**src/verilog/dacc_pkg.sv**
```systemverilog
// Package for the dual converter control block: types, codes, timing counts.
// Assumes a single 40 MHz system clock.
package dacc_pkg;
    localparam int SYS_CLK_MHZ = 40;
    localparam int SAMPLE_CYCLES = 1;
    localparam int CONVERT_CYCLES = 5;
    localparam int TOTAL_CYCLES = SAMPLE_CYCLES + CONVERT_CYCLES;
    localparam int RESULT_W = 10;
    localparam int CHSEL_W = 3;
    localparam int PRESCALE_CODE_W = 3;
    localparam int PRESCALE_W = 6;
    localparam int QUEUE_DEPTH = 2;
    localparam logic [CHSEL_W-1:0] CHSEL_RESET = 3'h0;
    localparam logic [PRESCALE_CODE_W-1:0] PRESCALE_RESET = 3'h0;

    // Shadowed control bits
    typedef struct packed {
        logic unit1_enable;
        logic unit2_enable;
        logic continuous_run_select;
        logic int_enable;
        logic [CHSEL_W-1:0] unit1_input_select;
        logic [CHSEL_W-1:0] unit2_input_select;
    } dacc_ctrl_t;

    localparam dacc_ctrl_t CTRL_RESET = '{1'b0, 1'b0, 1'b0, 1'b0, CHSEL_RESET, CHSEL_RESET};

    typedef enum logic [1:0] {
        TRIG_SOFTWARE,
        TRIG_PIN,
        TRIG_EVENT
    } dacc_trig_t;

    function automatic logic [PRESCALE_W-1:0] prescale_value(
        input logic [PRESCALE_CODE_W-1:0] code);
        case (code)
            3'h0: prescale_value = 6'h04;
            3'h1: prescale_value = 6'h06;
            3'h2: prescale_value = 6'h08;
            3'h3: prescale_value = 6'h0a;
            3'h4: prescale_value = 6'h0c;
            3'h5: prescale_value = 6'h10;
            3'h6: prescale_value = 6'h14;
            default: prescale_value = 6'h20;
        endcase
    endfunction
endpackage

```
**src/verilog/dacc_result_queue.sv**
```systemverilog
// Two-entry result queue for one converter unit, overwrite-oldest on overrun.
// Assumes push and pop come from logic on the same clock.
`timescale 1ns/1ps
module dacc_result_queue
    import dacc_pkg::*;
(
    input wire logic i_clk,
    input wire logic i_rst_b,
    input wire logic i_push,
    input wire logic [RESULT_W-1:0] i_data,
    input wire logic i_pop,
    output logic [RESULT_W-1:0] o_head,
    output logic [1:0] o_count
);
    logic [RESULT_W-1:0] entry_reg [QUEUE_DEPTH];
    logic [1:0] count_reg;

    always_ff @(posedge i_clk or negedge i_rst_b) begin
        if (!i_rst_b) begin
            entry_reg[0] <= '0;
            entry_reg[1] <= '0;
            count_reg <= 2'h0;
        end else begin
            if (i_push && i_pop && count_reg != 2'h0) begin
                if (count_reg == 2'h2) begin
                    entry_reg[0] <= entry_reg[1];
                    entry_reg[1] <= i_data;
                end else begin
                    entry_reg[0] <= i_data;
                end
            end else if (i_push) begin
                if (count_reg == 2'h2) begin
                    // Oldest result dropped
                    entry_reg[0] <= entry_reg[1];
                    entry_reg[1] <= i_data;
                end else begin
                    entry_reg[count_reg[0]] <= i_data;
                    count_reg <= count_reg + 2'h1;
                end
            end else if (i_pop && count_reg != 2'h0) begin
                // Oldest first
                entry_reg[0] <= entry_reg[1];
                count_reg <= count_reg - 2'h1;
            end
        end
    end

    assign o_head = entry_reg[0];
    assign o_count = count_reg;
endmodule

```
**src/verilog/dacc_top.sv**
```systemverilog
// Dual converter conversion control: triggers, shadowing, prescaler, sequencing.
// Assumes analog front ends return 10-bit codes; pins pass two-stage synchronisers.
// Summary of operation
// - Two converter units sample and convert one channel each simultaneously.
// - Each unit selects its input through its own eight-to-one multiplexer.
// - Channels 0-7 feed unit one, channels 8-15 feed unit two.
// - Single and continuous conversion modes are supported.
// - Start by software, external pin edge, or timer/capture events.
// - Shadowed control bits load into active copy while idle and when a conversion completes.
// - End of conversion sets flag; interrupt request when enabled.
// - Each unit keeps a two-entry result queue.
// - A third unfetched result discards the oldest.
// - One prescaled cycle sampling, five converting, six in total.
// - Prescaler code selects divide by 4,6,8,10,12,16,20 or 32.
// - Results are 10-bit unsigned codes from 0 to 1023.
// - Inputs 0,1,8,9 become digital I/O when pin configuration says so.
// - Writing one clears the done flag; zero has no effect.
// - Active status reads one during conversion, zero after.
// - Writing one to immediate trigger starts conversion; zero does nothing.
// - Three-bit shadowed field selects unit two input, 000 to 111.
`timescale 1ns/1ps
module dacc_top
    import dacc_pkg::*;
(
    input wire logic I_SYS_CLK,
    input wire logic I_RST_B,
    input wire logic i_ctrl_write,
    input wire dacc_ctrl_t i_ctrl_data,
    input wire logic [PRESCALE_CODE_W-1:0] i_prescale_code,
    input wire logic i_immediate_convert_trigger,
    input wire logic i_flag_clear_write,
    input wire logic i_flag_clear_data,
    input wire logic i_ext_start_pin,
    input wire logic i_event_start,
    input wire logic i_capture4_start,
    input wire logic [RESULT_W-1:0] i_unit1_sample,
    input wire logic [RESULT_W-1:0] i_unit2_sample,
    input wire logic i_unit1_queue_read,
    input wire logic i_unit2_queue_read,
    input wire logic [3:0] i_digital_io_select,
    output logic o_sample_hold,
    output logic o_convert_strobe,
    output logic [2:0] o_unit1_mux,
    output logic [2:0] o_unit2_mux,
    output logic [3:0] o_analog_disable,
    output logic o_conversion_active,
    output logic o_conv_done_flag,
    output logic o_int_request,
    output dacc_ctrl_t o_active_ctrl,
    output logic [RESULT_W-1:0] o_unit1_result_queue,
    output logic [RESULT_W-1:0] o_unit2_result_queue,
    output logic [1:0] o_unit1_count,
    output logic [1:0] o_unit2_count
);
    typedef enum logic [1:0] {ST_IDLE, ST_SAMPLE, ST_CONVERT, ST_DONE} dacc_state_t;

    dacc_state_t state_reg;
    dacc_ctrl_t shadow_reg, active_reg;
    logic [PRESCALE_W-1:0] presc_cnt_reg;
    logic [2:0] phase_cnt_reg;
    logic pin_meta_reg, pin_sync_reg, pin_prev_reg;
    logic start_pending_reg;
    logic flag_reg, irq_reg, active_out_reg, sh_reg, conv_reg;
    logic [2:0] mux1_reg, mux2_reg;
    logic [3:0] dio_reg;
    logic [RESULT_W-1:0] head1, head2;
    logic [1:0] cnt1, cnt2;
    logic adc_tick, start_req, finish, push1, push2;

    // Pin synchroniser and edge detect
    always_ff @(posedge I_SYS_CLK or negedge I_RST_B) begin
        if (!I_RST_B) begin
            pin_meta_reg <= 1'b0;
            pin_sync_reg <= 1'b0;
            pin_prev_reg <= 1'b0;
        end else begin
            pin_meta_reg <= i_ext_start_pin;
            pin_sync_reg <= pin_meta_reg;
            pin_prev_reg <= pin_sync_reg;
        end
    end

    // Start sources combined
    assign start_req = i_immediate_convert_trigger || (pin_sync_reg && !pin_prev_reg)
        || i_event_start || i_capture4_start;

    // Prescaler
    assign adc_tick = (presc_cnt_reg == prescale_value(i_prescale_code) - 6'h01);
    // Restart on completion so a continuous round samples a full period
    always_ff @(posedge I_SYS_CLK or negedge I_RST_B) begin
        if (!I_RST_B) begin
            presc_cnt_reg <= 6'h00;
        end else if (adc_tick || finish || presc_cnt_reg >= prescale_value(i_prescale_code)) begin
            presc_cnt_reg <= 6'h00;
        end else begin
            presc_cnt_reg <= presc_cnt_reg + 6'h01;
        end
    end

    // Start held until an idle prescaler tick with no new start
    always_ff @(posedge I_SYS_CLK or negedge I_RST_B) begin
        if (!I_RST_B) begin
            start_pending_reg <= 1'b0;
        end else if (start_req) begin
            start_pending_reg <= 1'b1;
        end else if (state_reg == ST_IDLE && adc_tick) begin
            start_pending_reg <= 1'b0;
        end
    end

    // Sequencer: one sample cycle then five convert cycles
    assign finish = (state_reg == ST_DONE);
    always_ff @(posedge I_SYS_CLK or negedge I_RST_B) begin
        if (!I_RST_B) begin
            state_reg <= ST_IDLE;
            phase_cnt_reg <= 3'h0;
        end else begin
            case (state_reg)
                ST_IDLE: begin
                    if (adc_tick && (start_pending_reg || start_req)) begin
                        state_reg <= ST_SAMPLE;
                        phase_cnt_reg <= 3'h0;
                    end
                end
                ST_SAMPLE: begin
                    if (adc_tick) begin
                        state_reg <= ST_CONVERT;
                        phase_cnt_reg <= 3'(SAMPLE_CYCLES);
                    end
                end
                ST_CONVERT: begin
                    if (adc_tick) begin
                        if (phase_cnt_reg == 3'(TOTAL_CYCLES - 1)) begin
                            state_reg <= ST_DONE;
                        end else begin
                            phase_cnt_reg <= phase_cnt_reg + 3'h1;
                        end
                    end
                end
                ST_DONE: begin
                    // Continuous mode restarts at once
                    if (shadow_reg.continuous_run_select) begin
                        state_reg <= ST_SAMPLE;
                        phase_cnt_reg <= 3'h0;
                    end else begin
                        state_reg <= ST_IDLE;
                    end
                end
                default: state_reg <= ST_IDLE;
            endcase
        end
    end

    // Shadow and active control copies
    always_ff @(posedge I_SYS_CLK or negedge I_RST_B) begin
        if (!I_RST_B) begin
            shadow_reg <= CTRL_RESET;
            active_reg <= CTRL_RESET;
        end else begin
            if (i_ctrl_write) begin
                shadow_reg <= i_ctrl_data;
            end
            if (finish || (state_reg == ST_IDLE)) begin
                active_reg <= i_ctrl_write ? i_ctrl_data : shadow_reg;
            end
        end
    end

    // Done flag, set wins over clear
    always_ff @(posedge I_SYS_CLK or negedge I_RST_B) begin
        if (!I_RST_B) begin
            flag_reg <= 1'b0;
            irq_reg <= 1'b0;
        end else begin
            if (finish) begin
                flag_reg <= 1'b1;
            end else if (i_flag_clear_write && i_flag_clear_data) begin
                flag_reg <= 1'b0;
            end
            irq_reg <= (finish || flag_reg && !(i_flag_clear_write && i_flag_clear_data))
                && active_reg.int_enable;
        end
    end

    // Pin-facing outputs and status
    always_ff @(posedge I_SYS_CLK or negedge I_RST_B) begin
        if (!I_RST_B) begin
            active_out_reg <= 1'b0;
            sh_reg <= 1'b0;
            conv_reg <= 1'b0;
            mux1_reg <= CHSEL_RESET;
            mux2_reg <= CHSEL_RESET;
            dio_reg <= 4'h0;
        end else begin
            active_out_reg <= (state_reg == ST_SAMPLE) || (state_reg == ST_CONVERT);
            sh_reg <= (state_reg == ST_SAMPLE);
            conv_reg <= (state_reg == ST_CONVERT);
            mux1_reg <= active_reg.unit1_input_select;
            mux2_reg <= active_reg.unit2_input_select;
            dio_reg <= i_digital_io_select;
        end
    end

    // Disabled units leave their queue unchanged
    assign push1 = finish && active_reg.unit1_enable;
    assign push2 = finish && active_reg.unit2_enable;

    dacc_result_queue u_queue1 (
        .i_clk(I_SYS_CLK),
        .i_rst_b(I_RST_B),
        .i_push(push1),
        .i_data(i_unit1_sample),
        .i_pop(i_unit1_queue_read),
        .o_head(head1),
        .o_count(cnt1)
    );

    dacc_result_queue u_queue2 (
        .i_clk(I_SYS_CLK),
        .i_rst_b(I_RST_B),
        .i_push(push2),
        .i_data(i_unit2_sample),
        .i_pop(i_unit2_queue_read),
        .o_head(head2),
        .o_count(cnt2)
    );

    always_ff @(posedge I_SYS_CLK or negedge I_RST_B) begin
        if (!I_RST_B) begin
            o_unit1_result_queue <= '0;
            o_unit2_result_queue <= '0;
            o_unit1_count <= 2'h0;
            o_unit2_count <= 2'h0;
            o_active_ctrl <= CTRL_RESET;
        end else begin
            o_unit1_result_queue <= head1;
            o_unit2_result_queue <= head2;
            o_unit1_count <= cnt1;
            o_unit2_count <= cnt2;
            o_active_ctrl <= active_reg;
        end
    end

    assign o_sample_hold = sh_reg;
    assign o_convert_strobe = conv_reg;
    assign o_unit1_mux = mux1_reg;
    assign o_unit2_mux = mux2_reg;
    assign o_analog_disable = dio_reg;
    assign o_conversion_active = active_out_reg;
    assign o_conv_done_flag = flag_reg;
    assign o_int_request = irq_reg;
endmodule

```
**config.mk**
```make
export PLATFORM = sky130hd
export DESIGN_NAME = dacc_top
export DESIGN_NICKNAME = d
export VERILOG_FILES = /design/src/verilog/dacc_pkg.sv /design/src/verilog/dacc_result_queue.sv /design/src/verilog/dacc_top.sv
export SDC_FILE = /design/constraint.sdc
export NUM_CORES = 1
export LEC_CHECK = 0
export ABC_AREA = 1
export BUFFER_PORTS_ARGS = -buffer_cell sky130_fd_sc_hd__buf_2
export CORE_ASPECT_RATIO = 1.4
export CORE_MARGIN = 2
export CORE_UTILIZATION = 30
export CTS_CLUSTER_DIAMETER = 200
export CTS_CLUSTER_SIZE = 28
export DETAILED_ROUTE_END_ITERATION = 10
export HOLD_SLACK_MARGIN = 0.12
export PLACE_DENSITY_LB_ADDON = 0.3
export SETUP_SLACK_MARGIN = 0.3
export SLEW_MARGIN = 20
export SYNTH_ARGS = -nofsm -noshare
export SYNTH_HDL_FRONTEND = slang
export SYNTH_SLANG_ARGS = --single-unit
export TNS_END_PERCENT = 30
```
**constraint.sdc**
```tcl
create_clock -name I_SYS_CLK -period 2.1 [get_ports I_SYS_CLK]
set_clock_uncertainty 0.15 [all_clocks]
set_input_delay 0.525 -clock I_SYS_CLK [delete_from_list [all_inputs] [get_ports I_SYS_CLK]]
set_output_delay 0.525 -clock I_SYS_CLK [all_outputs]
set_load 0.02 [all_outputs]
```
# == Word level (Yosys, flattened, before mapping) ==
# Cells that the tools add are included.
# word_totals
regBits,122
in_bits,48
out_inout_bits,49
word_cells,170
# classes
add_sub_neg,7
n_lt_le_gt_ge,5
eq_ne,23
muxes,45
bitwise_logic,4
reduce_logical,45
# op_table
op,n
$mux W10,13
$mux W20,4
$pmux W6 S7,1
$bwmux W20,2
$demux W10 S1,2
$mux W2,10
$ne A2 B2 Y1 const B,9
$logic_and A1 B1 Y1,16
$reduce_bool A2 Y1,8
$mux W3,5
$eq A3 B3 Y1 const B,4
$pmux W3 S4,1
$logic_or A1 B1 Y1,9
$eq A2 B2 Y1 const B,4
$pmux W2 S4,1
$add A6 B1 Y6 const B,1
$eq A3 B2 Y1 const B,2
$eq A6 B6 Y1,1
$ge A6 B6 Y1,1
$mux W6,1
$reduce_and A3 Y1,2
$reduce_bool A3 Y1,2
$sub A6 B1 Y6 const B,1
$mux W1,5
other kinds (16),24

# == Logic depth before layout (Yosys ltp) ==
# Gate-level depths: netlist (run 1).
# depth
depth_word,9
mapped_depth,13
mapped_depth_nobuf,13

# == Modules after synthesis ==
# Synthesis (run 1) repeated with hierarchy kept, for this count alone.
# unflattened
hier_cells,589
hier_area_um2,5460.2
# modules_own_cells
mod,n_inst,cells_each,area_per_inst_um2,seq_area_each_um2
dacc_top,1,273,3083.0,1951.9
dacc_result_queue,2,158,1188.6,550.5

# == Worst setup path after synthesis (run 1) ==
# No wires, ideal clock.
# synth_path
kind,in2reg
from,input i_prescale_code[1]
to,register phase_cnt_reg[0]
setup_time_ns,0.117
t_arrival_ns,1.766
t_required_ns,1.833
path_slack_ns,0.067
path_stages,12
path_buffers,0
path_cell_list,inv_1 -> o21ai_0 -> ha_1 -> nor2_1 -> nor2_1 -> nand3_1 -> nor2_1 -> nand4_1 -> nand2_1 -> nand2_1 -> nand2_1 -> nand2_1
# synth_via
elab_chain_cells,7
# synth_lines
item,line,source
start: declaration,dacc_top.sv:29,"input wire logic [PRESCALE_CODE_W-1:0] i_prescale_code,"
"$eq A3 B3 Y1, or another cell as far along",dacc_pkg.sv:36,case (code)
$pmux W6 S7 *,dacc_pkg.sv:36,
$sub A6 B1 Y6 *,dacc_top.sv:88,assign adc_tick = (presc_cnt_reg == prescale_value(i_prescale_code) - 6'h01);
$eq A6 B6 Y1 *,dacc_top.sv:88,
$logic_and A1 B1 Y1,dacc_top.sv:120,if (adc_tick && (start_pending_reg || start_req)) begin
$ne A2 B1 Y1 (no line),-,
$reduce_and A5 Y1 (no line) *,-,
end signal: assignment,dacc_top.sv:128,phase_cnt_reg <= 3'(SAMPLE_CYCLES);
end signal: assignment,dacc_top.sv:136,phase_cnt_reg <= phase_cnt_reg + 3'h1;
end: declaration,dacc_top.sv:60,logic [2:0] phase_cnt_reg;
# Every way passes the cells marked *; elsewhere a longest branch is shown, timed or not.
# A chain may end at the register's enable or synchronous reset.

# == Final worst setup path (run 1) ==
# layout_path
from,input i_prescale_code[0]
to,register phase_cnt_reg[0]
# The elaborated chain is that of the path after synthesis.

==> results of run 1 <==
-- cell families (layout without fill, tap and decap cells) --
family                     after synthesis  in the layout  synth area share
and+or+nand+nor                        180            180            0.1477
DFF                                    122            122            0.6008
AOI/OAI and AO/OA                       79             79           0.09825
buffers and inverters                   77            217           0.06304
muxes                                   20             20           0.04432
adders and majority gates               13             13           0.03201
xor gates and xnor gates                 8              8           0.01379
-- through the flow --
step	instance area (um2)	hold WS (ps)	cells	TNS, ps
floorplan	5112	79.41	499	0
global placement	5929	189.2	800	-1314
detailed placement	5929	188.6	800	-2067
CTS	6626	202.8	840	0
global route	6785	207.9	842	0
finish	6785	202.7	842	0
-- timing repair --
action,4_1_cts,5_1_grt
hold buffers,6,0
endpoints found under the hold margin,29,0
cloned,0,0
setup buffers,4,2
resized for setup,11,38
setup endpoints to repair,43,40
pin swaps,8,13
-- worst reg2reg max path, stage by stage (launching register included) --
cell and delay [ps]:
dfrtp_1 340, inv_1 50, ha_1 270, inv_2 70
nand2_2 50, nor2_1 90, nand3_1 80, nor2_2 120
nand4_1 100, nand2_2 160, nand2_2 90, nand2_2 60
nand2_1 60
-- power groups by stage --
stage | logic, mW | clock network (mW) | registers [mW]
after floorplan | 1.64 | 0 | 4.13
after global placement | 2.97 | 0 | 3.75
after detailed placement | 3.06 | 0 | 3.79
after CTS | 3.15 | 2.77 | 3.78
after global routing | 3.60 | 2.87 | 3.90
final | 3.22 | 2.69 | 3.77
-- per-layer routing --
layer / GRT usage / wire length (um) / vias to the layer above
met2: 0.2347 / 6107 / 72
met4: 0.06678 / 194 / 0
met3: 0.04058 / 500 / 12
li1: - / - / 1886
met1: 0.1488 / 4479 / 1863
met5: 0 / 0 / -
-- final cells by class --
cell class,instances,area (um2),share of cell area
inverters,58,235.2,0.03467
clock inverters,8,70.07,0.01033
flip-flops and latches,122,3055,0.4503
repair buffers,129,809.5,0.1193
clock buffers,22,484.2,0.07136
multi-input cells,300,1877,0.2766
well taps,203,254.0,0.03743
-- worst max-delay path by stage --
stage                       start                to  slack, ps  cells past startpoint
2_1_floorplan  i_prescale_code[0]      state_reg[0]        190                     13
3_3_place_gp   i_prescale_code[0]      state_reg[1]       -150                     14
3_5_place_dp   i_prescale_code[0]  phase_cnt_reg[0]       -250                     14
4_1_cts          presc_cnt_reg[1]  phase_cnt_reg[0]        270                     12
5_1_grt          presc_cnt_reg[1]  phase_cnt_reg[1]        180                     12
6_report       i_prescale_code[0]  phase_cnt_reg[0]        270                     14
-- layout by cell type, fill, tap and decap left out, types with 5 or more instances in the layout --
| master | instances |
|---|---|
| dfrtp_1 | 120 |
| nand2_1 | 92 |
| buf_2 | 92 |
| inv_1 | 50 |
| nor2_1 | 36 |
| o21ai_0 | 31 |
| buf_4 | 24 |
| nand3_1 | 22 |
| o211ai_1 | 21 |
| mux2_2 | 20 |
| clkbuf_16 | 17 |
| nand2_2 | 12 |
| ha_1 | 11 |
| inv_2 | 6 |
| xor2_1 | 6 |
| dlygate4sd3_1 | 6 |
| a21oi_1 | 5 |
| a221oi_2 | 5 |
| clkinv_2 | 5 |
==> run_results.csv, run 1 <==
group,metric,value,unit
outcome,outcome,"finished clean",
grt,first_global_vias,4014,
critical_path,cp.required,2230,ps
final_layout,drive_gt1_frac,0.3490,
critical_path,critical_path_buf_inv_count,3,
yosys,synthCells,499,
power,p_leak,3.336,nW
grt,antenna_found_initial,1,
grt,grt_usage,0.1348,
die,start_util,0.3047,
yosys,synth_nets,560,
yosys,ys_seq_area_frac,0.6008,
critical_path,critPathMaxFanout,7,
power,power,9.683,mW
sta,tightest_slew,366.4,ps
flow_run,drv_cap,0,
yosys,yosys.area.top_type_share,0.6008,
power,power.switching,3.473,mW
clock_tree,cts_tree,"done",
grt,grt_max_degree,47,
final_layout,finalCoreUtilization,0.4069,
drt,wl_per_cell,13.40,um
worst_hold_path,min_from,"pin_meta_reg",
critical_path,crit_top_cell,"nand2_2",
drt,drt_iter0_drc,143,
final_layout,n_antenna_cell,0,
die,rows,56,
power,intPower,6.210,mW
placement,dp_hpwl,8.175,mm
sta,finalHoldViolCount,0,
power,power_frac_seq,0.390,
sta,clock.fmax,545.8,MHz
critical_path,critPathLaunchType,"primary input",
drt,vias,3833,
grt,grt-ovfl-total,0,
worst_hold_path,worst_hold_path_type,"register to register",
power,p_clk_frac,0.277,
yosys,synthFlopType,"dfrtp_1",
drt,drc_errors,0,
clock_tree,cts-buffers-inserted,17,
die,die_width,114.0,um
yosys,ys_types,30,
sta,rsz0062_at_grt,"true",
critical_path,worst_setup_path_end_kind,"register",
sta,period_share,0.8724,
yosys,synthTopCellsByArea,"dfrtp_1 60%, nand2_1 7.5%, mux2_2 4.4%",
power,powerDensity,1427,mW/mm2
placement,dp_slack,-246.9,ps
critical_path,critPathArrivalTime,1960,ps
sta,fin_ws,267.9,ps
drt,drt-vias-per-instance,4.552,
drt,first_pass_iters,4,
yosys,ys_warn_count,0,
power,p_sw_frac,0.3587,
critical_path,ff2ff_setup_slack,280,ps
placement,place_congestion,0.7670,
clock_tree,htree_levels,4,
worst_hold_path,min_path_cells,0,
power,pwr-share-comb,0.333,
final_layout,synthToLayoutAreaGrowth,33.54,%
critical_path,r2r_end,"phase_cnt_reg[0]",
critical_path,max_stage_delay,280,ps
critical_path,worstSetupPathType,"primary input to register",
die,core-area,0.01668,mm2
yosys,synth_top_area_cell,"dfrtp_1",
drt,routed_wl,11.28,mm
critical_path,r2r_cells,12,
drt,ant_nets,0,
yosys,synth-edff-count,0,
sta,finalCriticalPeriod,1832,ps
critical_path,r2r-start,"presc_cnt_reg[1]",
clock_tree,cts_sinks,122,
grt,grt_pass1_wl,19.14,mm
die,pin_count,97,
clock_tree,cts_root_buf,"clkbuf_16",
critical_path,cp_slowest_cell,"ha_1",
sta,slew_headroom,0.7558,
yosys,synth_most_common_cell,"dfrtp_1",
clock_tree,clock_latency,400,ps
sta,finalSetupViolCount,0,
final_layout,nets,689,
yosys,synthTopCellsByCount,"122 x dfrtp_1, 101 x nand2_1, 55 x inv_1",
power,max-vdd-ir-drop,0.0004583,V
die,die_area,0.01801,mm2
yosys,netlist_area,0.005081,mm2
yosys,async_flop_share,1.000,
placement,portBuffers,96,
sta,drv_slew,0,
yosys,synth_seq_cells,122,
final_layout,fillers,1649,
die,die_h,158.0,um
critical_path,cp_top_family,"simple AND/OR/NAND/NOR gates",
clock_tree,clk_path_buf_depth,2,
worst_hold_path,min_delay_worst_endpoint,"pin_sync_reg",
clock_tree,path_clk_slew,50,ps
critical_path,worstPathCellList,"buf_8, inv_12, nor2_4, inv_1, ha_1, nor2_1, nor2_1, nand3_1, nor2_2, nand4_1, nand2_2, nand2_2, nand2_2, nand2_1",
yosys,postSynthAreaPerCell,10.18,um2
No activity file was read; power rests on OpenSTA's default activity.
==> run 2, diff against run 1 <==
--- a/config.mk
+++ b/config.mk
@@ -16,7 +16,7 @@
 export HOLD_SLACK_MARGIN = 0.12
 export PLACE_DENSITY_LB_ADDON = 0.3
 export SETUP_SLACK_MARGIN = 0.3
-export SLEW_MARGIN = 20
+export SLEW_MARGIN = 25
 export SYNTH_ARGS = -nofsm -noshare
 export SYNTH_HDL_FRONTEND = slang
 export SYNTH_SLANG_ARGS = --single-unit
==> constraint.sdc (replaced) <==
create_clock -name I_SYS_CLK -period 2.1 [get_ports I_SYS_CLK]
set_clock_uncertainty 0.15 [all_clocks]
set_input_delay 0.525 -clock I_SYS_CLK [delete_from_list [all_inputs] [get_ports I_SYS_CLK]]
set_output_delay 0.525 -clock I_SYS_CLK [all_outputs]
set_load 0.1 [all_outputs]
==> run 2 against run 1 <==
  * Routed wire length is 1.8% higher
  * Global-route usage is 0.18 points higher
  * Non-clock buffer count is the same
  * Critical endpoint is now phase_cnt_reg[1]
  * Highest routed layer unchanged
==> run_results.csv, run 2 (synthesis results as in run 1) <==
group,metric,value,unit
critical_path,r2r-start,"presc_cnt_reg[1]",
final_layout,finalCoreUtilization,0.4071,
final_layout,drive_gt1_frac,0.3463,
clock_tree,cts_tree,"done",
drt,first_pass_iters,5,
placement,place_congestion,0.8053,
placement,dp.cells,800,
sta,slew_headroom,0.6635,
critical_path,critical_path_buf_inv_count,2,
critical_path,worstSetupPathType,"register to register",
drt,wl_per_cell,13.60,um
clock_tree,cts_sinks,122,
die,start_util,0.3047,
die,rows,56,
drt,vias,3838,
clock_tree,htree_levels,4,
placement,portBuffers,96,
sta,rsz0062_at_grt,"true",
critical_path,critPathMaxFanout,7,
flow_run,drv_cap,0,
sta,whs,208.5,ps
sta,finalHoldViolCount,0,
die,core-area,0.01668,mm2
grt,first_global_vias,4039,
critical_path,worstPathCellList,"inv_1, ha_1, inv_2, nand2_4, nor2_4, nand3_2, nor2_2, nand4_1, nand2_2, nand2_4, nand2_2, nand2_2",
critical_path,crit_top_cell,"nand2_2",
critical_path,critPathArrivalTime,1990,ps
sta,period_share,0.8814,
final_layout,final_area,0.006789,mm2
final_layout,mostFrequentLayoutCell,"dfrtp_1",
final_layout,synthToLayoutAreaGrowth,33.61,%
critical_path,max_stage_delay,340,ps
drt,drt-vias-per-instance,4.547,
placement,dp_hpwl,8.165,mm
grt,grt-ovfl-total,0,
clock_tree,path_clk_slew,50,ps
die,die_width,114.0,um
grt,grt_pass1_wl,19.29,mm
final_layout,final_cell_mix,"121 x dfrtp_1, 91 x nand2_1, 82 x buf_2, 51 x inv_1, 35 x nor2_1",
critical_path,cp_slowest_cell,"dfrtp_1",
outcome,outcome,"finished clean",
placement,place_area,0.005931,mm2
grt,grt_max_degree,36,
die,pin_count,97,
critical_path,startpoint,"presc_cnt_reg[1]",
drt,routed_wl,11.48,mm
die,die_area,0.01801,mm2
sta,clock.fmax,540.3,MHz
worst_hold_path,worst_hold_path_type,"register to register",
clock_tree,clock_latency,400,ps
critical_path,critPathLaunchType,"register",
final_layout,nets,689,
clock_tree,clk_path_buf_depth,2,
sta,finalCriticalPeriod,1851,ps
clock_tree,cts_root_buf,"clkbuf_16",
critical_path,cp.required,2240,ps
critical_path,worst_setup_path_end_kind,"register",
sta,tightest_slew,508.2,ps
grt,grt_usage,0.1365,
sta,finalSetupViolCount,0,
final_layout,instances_no_fill,844,
grt,antenna_found_initial,0,
clock_tree,cts-buffers-inserted,17,
worst_hold_path,min_from,"pin_meta_reg",
drt,drc_errors,0,
die,die_h,158.0,um
drt,drt_iter0_drc,178,
critical_path,cp_top_family,"simple AND/OR/NAND/NOR gates",
final_layout,n_antenna_cell,0,
sta,drv_slew,0,
drt,ant_nets,0,
[run 2: what timing repair did]
action                                 CTS  global route
setup buffers                            5             1
setup endpoints to repair               92            87
hold buffers                             6             0
resized for setup                       18            36
pin swaps                                6             8
endpoints found under the hold margin   27             0
[run 2: cell type report]
cell class              instances  area [um2]
inverters                      58       230.2
flip-flops and latches        122        3054
repair buffers                129       819.5
clock inverters                12       101.3
fillers                      1654        9887
well taps                     203       254.0
clock buffers                  20       446.7
multi-input cells             300        1883
[run 2: per-layer routing]
layer / vias to the layer above / global-route usage / share of wire
met5: - / 0 / 0
met2: 64 / 0.2443 / 0.55
met3: 12 / 0.03637 / 0.038
met4: 0 / 0.05923 / 0.013
met1: 1867 / 0.1517 / 0.40
li1: 1895 / - / -
[run 2: per-stage QoR]
step	setup WS, ps	setup TNS (ps)
2_1_floorplan	101.0	0
3_3_place_gp	-157.6	-1401
3_5_place_dp	-240.6	-1992
4_1_cts	202.4	0
5_1_grt	84.56	0
6_report	249.1	0
[run 2: final timing paths]
path | slack, ps | end | depth (start not counted)
worst max-delay path | 250 | phase_cnt_reg[1] | 12
min in group asynchronous | 420 | o_analog_disable[2] | 2
worst min register to register | 210 | pin_sync_reg | 0
max in group asynchronous | 800 | o_unit1_result_queue[4] | 3
worst max register to register | 250 | phase_cnt_reg[1] | 12
worst min-delay path | 210 | pin_sync_reg | 0
Power of run 2 is left out: the tool's default activity adds up to more than one toggle a clock period on the data nets, which glitch-free logic cannot reach.
==> run 3, diff against run 2 <==
--- a/config.mk
+++ b/config.mk
@@ -13,8 +13,8 @@
 export CTS_CLUSTER_DIAMETER = 200
 export CTS_CLUSTER_SIZE = 28
 export DETAILED_ROUTE_END_ITERATION = 10
-export HOLD_SLACK_MARGIN = 0.12
 export PLACE_DENSITY_LB_ADDON = 0.3
+export RECOVER_POWER = 100
 export SETUP_SLACK_MARGIN = 0.3
 export SLEW_MARGIN = 25
 export SYNTH_ARGS = -nofsm -noshare
==> run 3 against run 2 <==
  * Maximum frequency shrank 2.5%
  * Cell area fell by 2.1%
  * Largest cell class unchanged
  * Final cell count is 0.59% lower
  * Clock-buffer cell count unchanged
  * Worst hold slack worse by 130 ps
  * First-iteration DRC count shrank 3.4%
  * Setup slack worse by 48 ps
  * Via count shrank 0.21%
==> run_results.csv, run 3 (synthesis results as in run 1) <==
group,metric,value,unit
drt,drc_errors,0,
clock_tree,clk_path_buf_depth,2,
drt,drt-vias-per-instance,4.565,
drt,wl_per_cell,13.65,um
final_layout,drive_gt1_frac,0.3223,
clock_tree,cts_sinks,122,
placement,place_congestion,0.8053,
final_layout,nets,684,
outcome,outcome,"finished clean",
die,start_util,0.3047,
flow_run,drv_cap,0,
grt,grt_usage,0.1360,
critical_path,cp_top_family,"buffers and inverters",
critical_path,cp.required,1420,ps
clock_tree,htree_levels,4,
die,die_area,0.01801,mm2
final_layout,final_cell_mix,"121 x dfrtp_1, 92 x nand2_1, 52 x inv_1, 52 x clkbuf_2, 43 x buf_2",
drt,drt_iter0_drc,172,
critical_path,max_stage_delay,460,ps
grt,first_global_vias,4019,
critical_path,critPathMaxFanout,2,
placement,dp_hpwl,8.165,mm
worst_hold_path,worst_hold_path_type,"primary input to register",
die,pin_count,97,
die,rows,56,
drt,vias,3830,
grt,grt-ovfl-total,0,
sta,clock.fmax,526.7,MHz
drt,routed_wl,11.45,mm
sta,slew_headroom,0.5225,
final_layout,mostFrequentLayoutCell,"dfrtp_1",
critical_path,worst_setup_path_end_kind,"primary output",
placement,portBuffers,96,
die,die_width,114.0,um
sta,finalHoldViolCount,0,
critical_path,worstPathCellList,"clkbuf_2",
clock_tree,clock_latency,400,ps
critical_path,critPathArrivalTime,1220,ps
grt,grt_pass1_wl,19.21,mm
sta,finalSetupViolCount,0,
sta,setup_tns,0,ps
drt,ant_nets,0,
grt,grt_max_degree,36,
sta,tightest_slew,716.2,ps
sta,period_share,0.9040,
final_layout,synthToLayoutAreaGrowth,30.81,%
critical_path,cp_slowest_cell,"clkbuf_2",
final_layout,n_antenna_cell,0,
sta,rsz0062_at_grt,"true",
die,die_h,158.0,um
critical_path,worstSetupPathType,"register to primary output",
clock_tree,cts_tree,"done",
clock_tree,cts-buffers-inserted,17,
sta,drv_slew,0,
grt,antenna_found_initial,0,
critical_path,critPathLaunchType,"register",
die,core-area,0.01668,mm2
clock_tree,path_clk_slew,60,ps
sta,finalCriticalPeriod,1898,ps
drt,first_pass_iters,7,
critical_path,critical_path_buf_inv_count,1,
clock_tree,cts_root_buf,"clkbuf_16",
-- run 3: cell count changes in the layout (fill, tap and decap cells not counted), moves of 3 or more --
cell,change
buf_4,-12
buf_2,-39
dlygate4sd3_1,-5
mux2_1,+6
mux2_2,-6
nor2_1,+3
clkbuf_1,+3
clkbuf_2,+52
clkbuf_4,-4
nor2_2,-3
-- run 3: final timing paths --
check	start	end	slack (ps)	cells past startpoint
worst max-delay path	o_active_ctrl[4]	o_active_ctrl[4]	200	1
worst min-delay path	i_digital_io_select[2]	o_analog_disable[2]	80	1
worst max register to register	state_reg[1]	u_queue1.o_head[7]	230	7
worst min register to register	pin_meta_reg	pin_sync_reg	210	0
max in group asynchronous	I_RST_B	o_unit1_result_queue[4]	340	3
min in group asynchronous	I_RST_B	o_analog_disable[2]	550	2
-- run 3: timing repair --
item / 4_1_cts / 5_1_grt
hold buffers: 1 / 0
buffers inserted: 5 / 1
resized for setup: 18 / 36
pin swaps: 6 / 8
endpoints found under the hold margin: 22 / 0
cloned: 0 / 0
endpoints found under the setup margin: 92 / 87
-- run 3: metal layers --
layer | part of all wire | up-vias | global-route usage
li1 | - | 1886 | -
met1 | 0.40 | 1863 | 0.1512
met2 | 0.55 | 69 | 0.2432
met3 | 0.040 | 12 | 0.03637
met4 | 0.013 | 0 | 0.05923
met5 | 0 | - | 0
-- run 3: cell type report --
| type | instances | area [um2] |
|---|---|---|
| clock inverters | 12 | 101.3 |
| fillers | 1672 | 10030 |
| repair buffers | 124 | 725.7 |
| flip-flops and latches | 122 | 3054 |
| multi-input cells | 300 | 1834 |
| clock buffers | 20 | 446.7 |
| well taps | 203 | 254.0 |
| inverters | 58 | 230.2 |
-- run 3: through the flow --
stage | instance area [um2] | worst slack, ps | hold WS (ps) | utilization | instances
3_3_place_gp | 5931 | -157.6 | 186.8 | 0.3556 | 800
3_5_place_dp | 5931 | -240.6 | 188.0 | 0.3556 | 800
2_1_floorplan | 5114 | 101.0 | 79.41 | - | 499
6_report | 6646 | 201.6 | 78.36 | 0.3986 | 839
5_1_grt | 6646 | 46.87 | 59.39 | 0.3986 | 839
4_1_cts | 6615 | 202.4 | 55.27 | 0.3967 | 838
Power of run 3 is left out for the same reason.
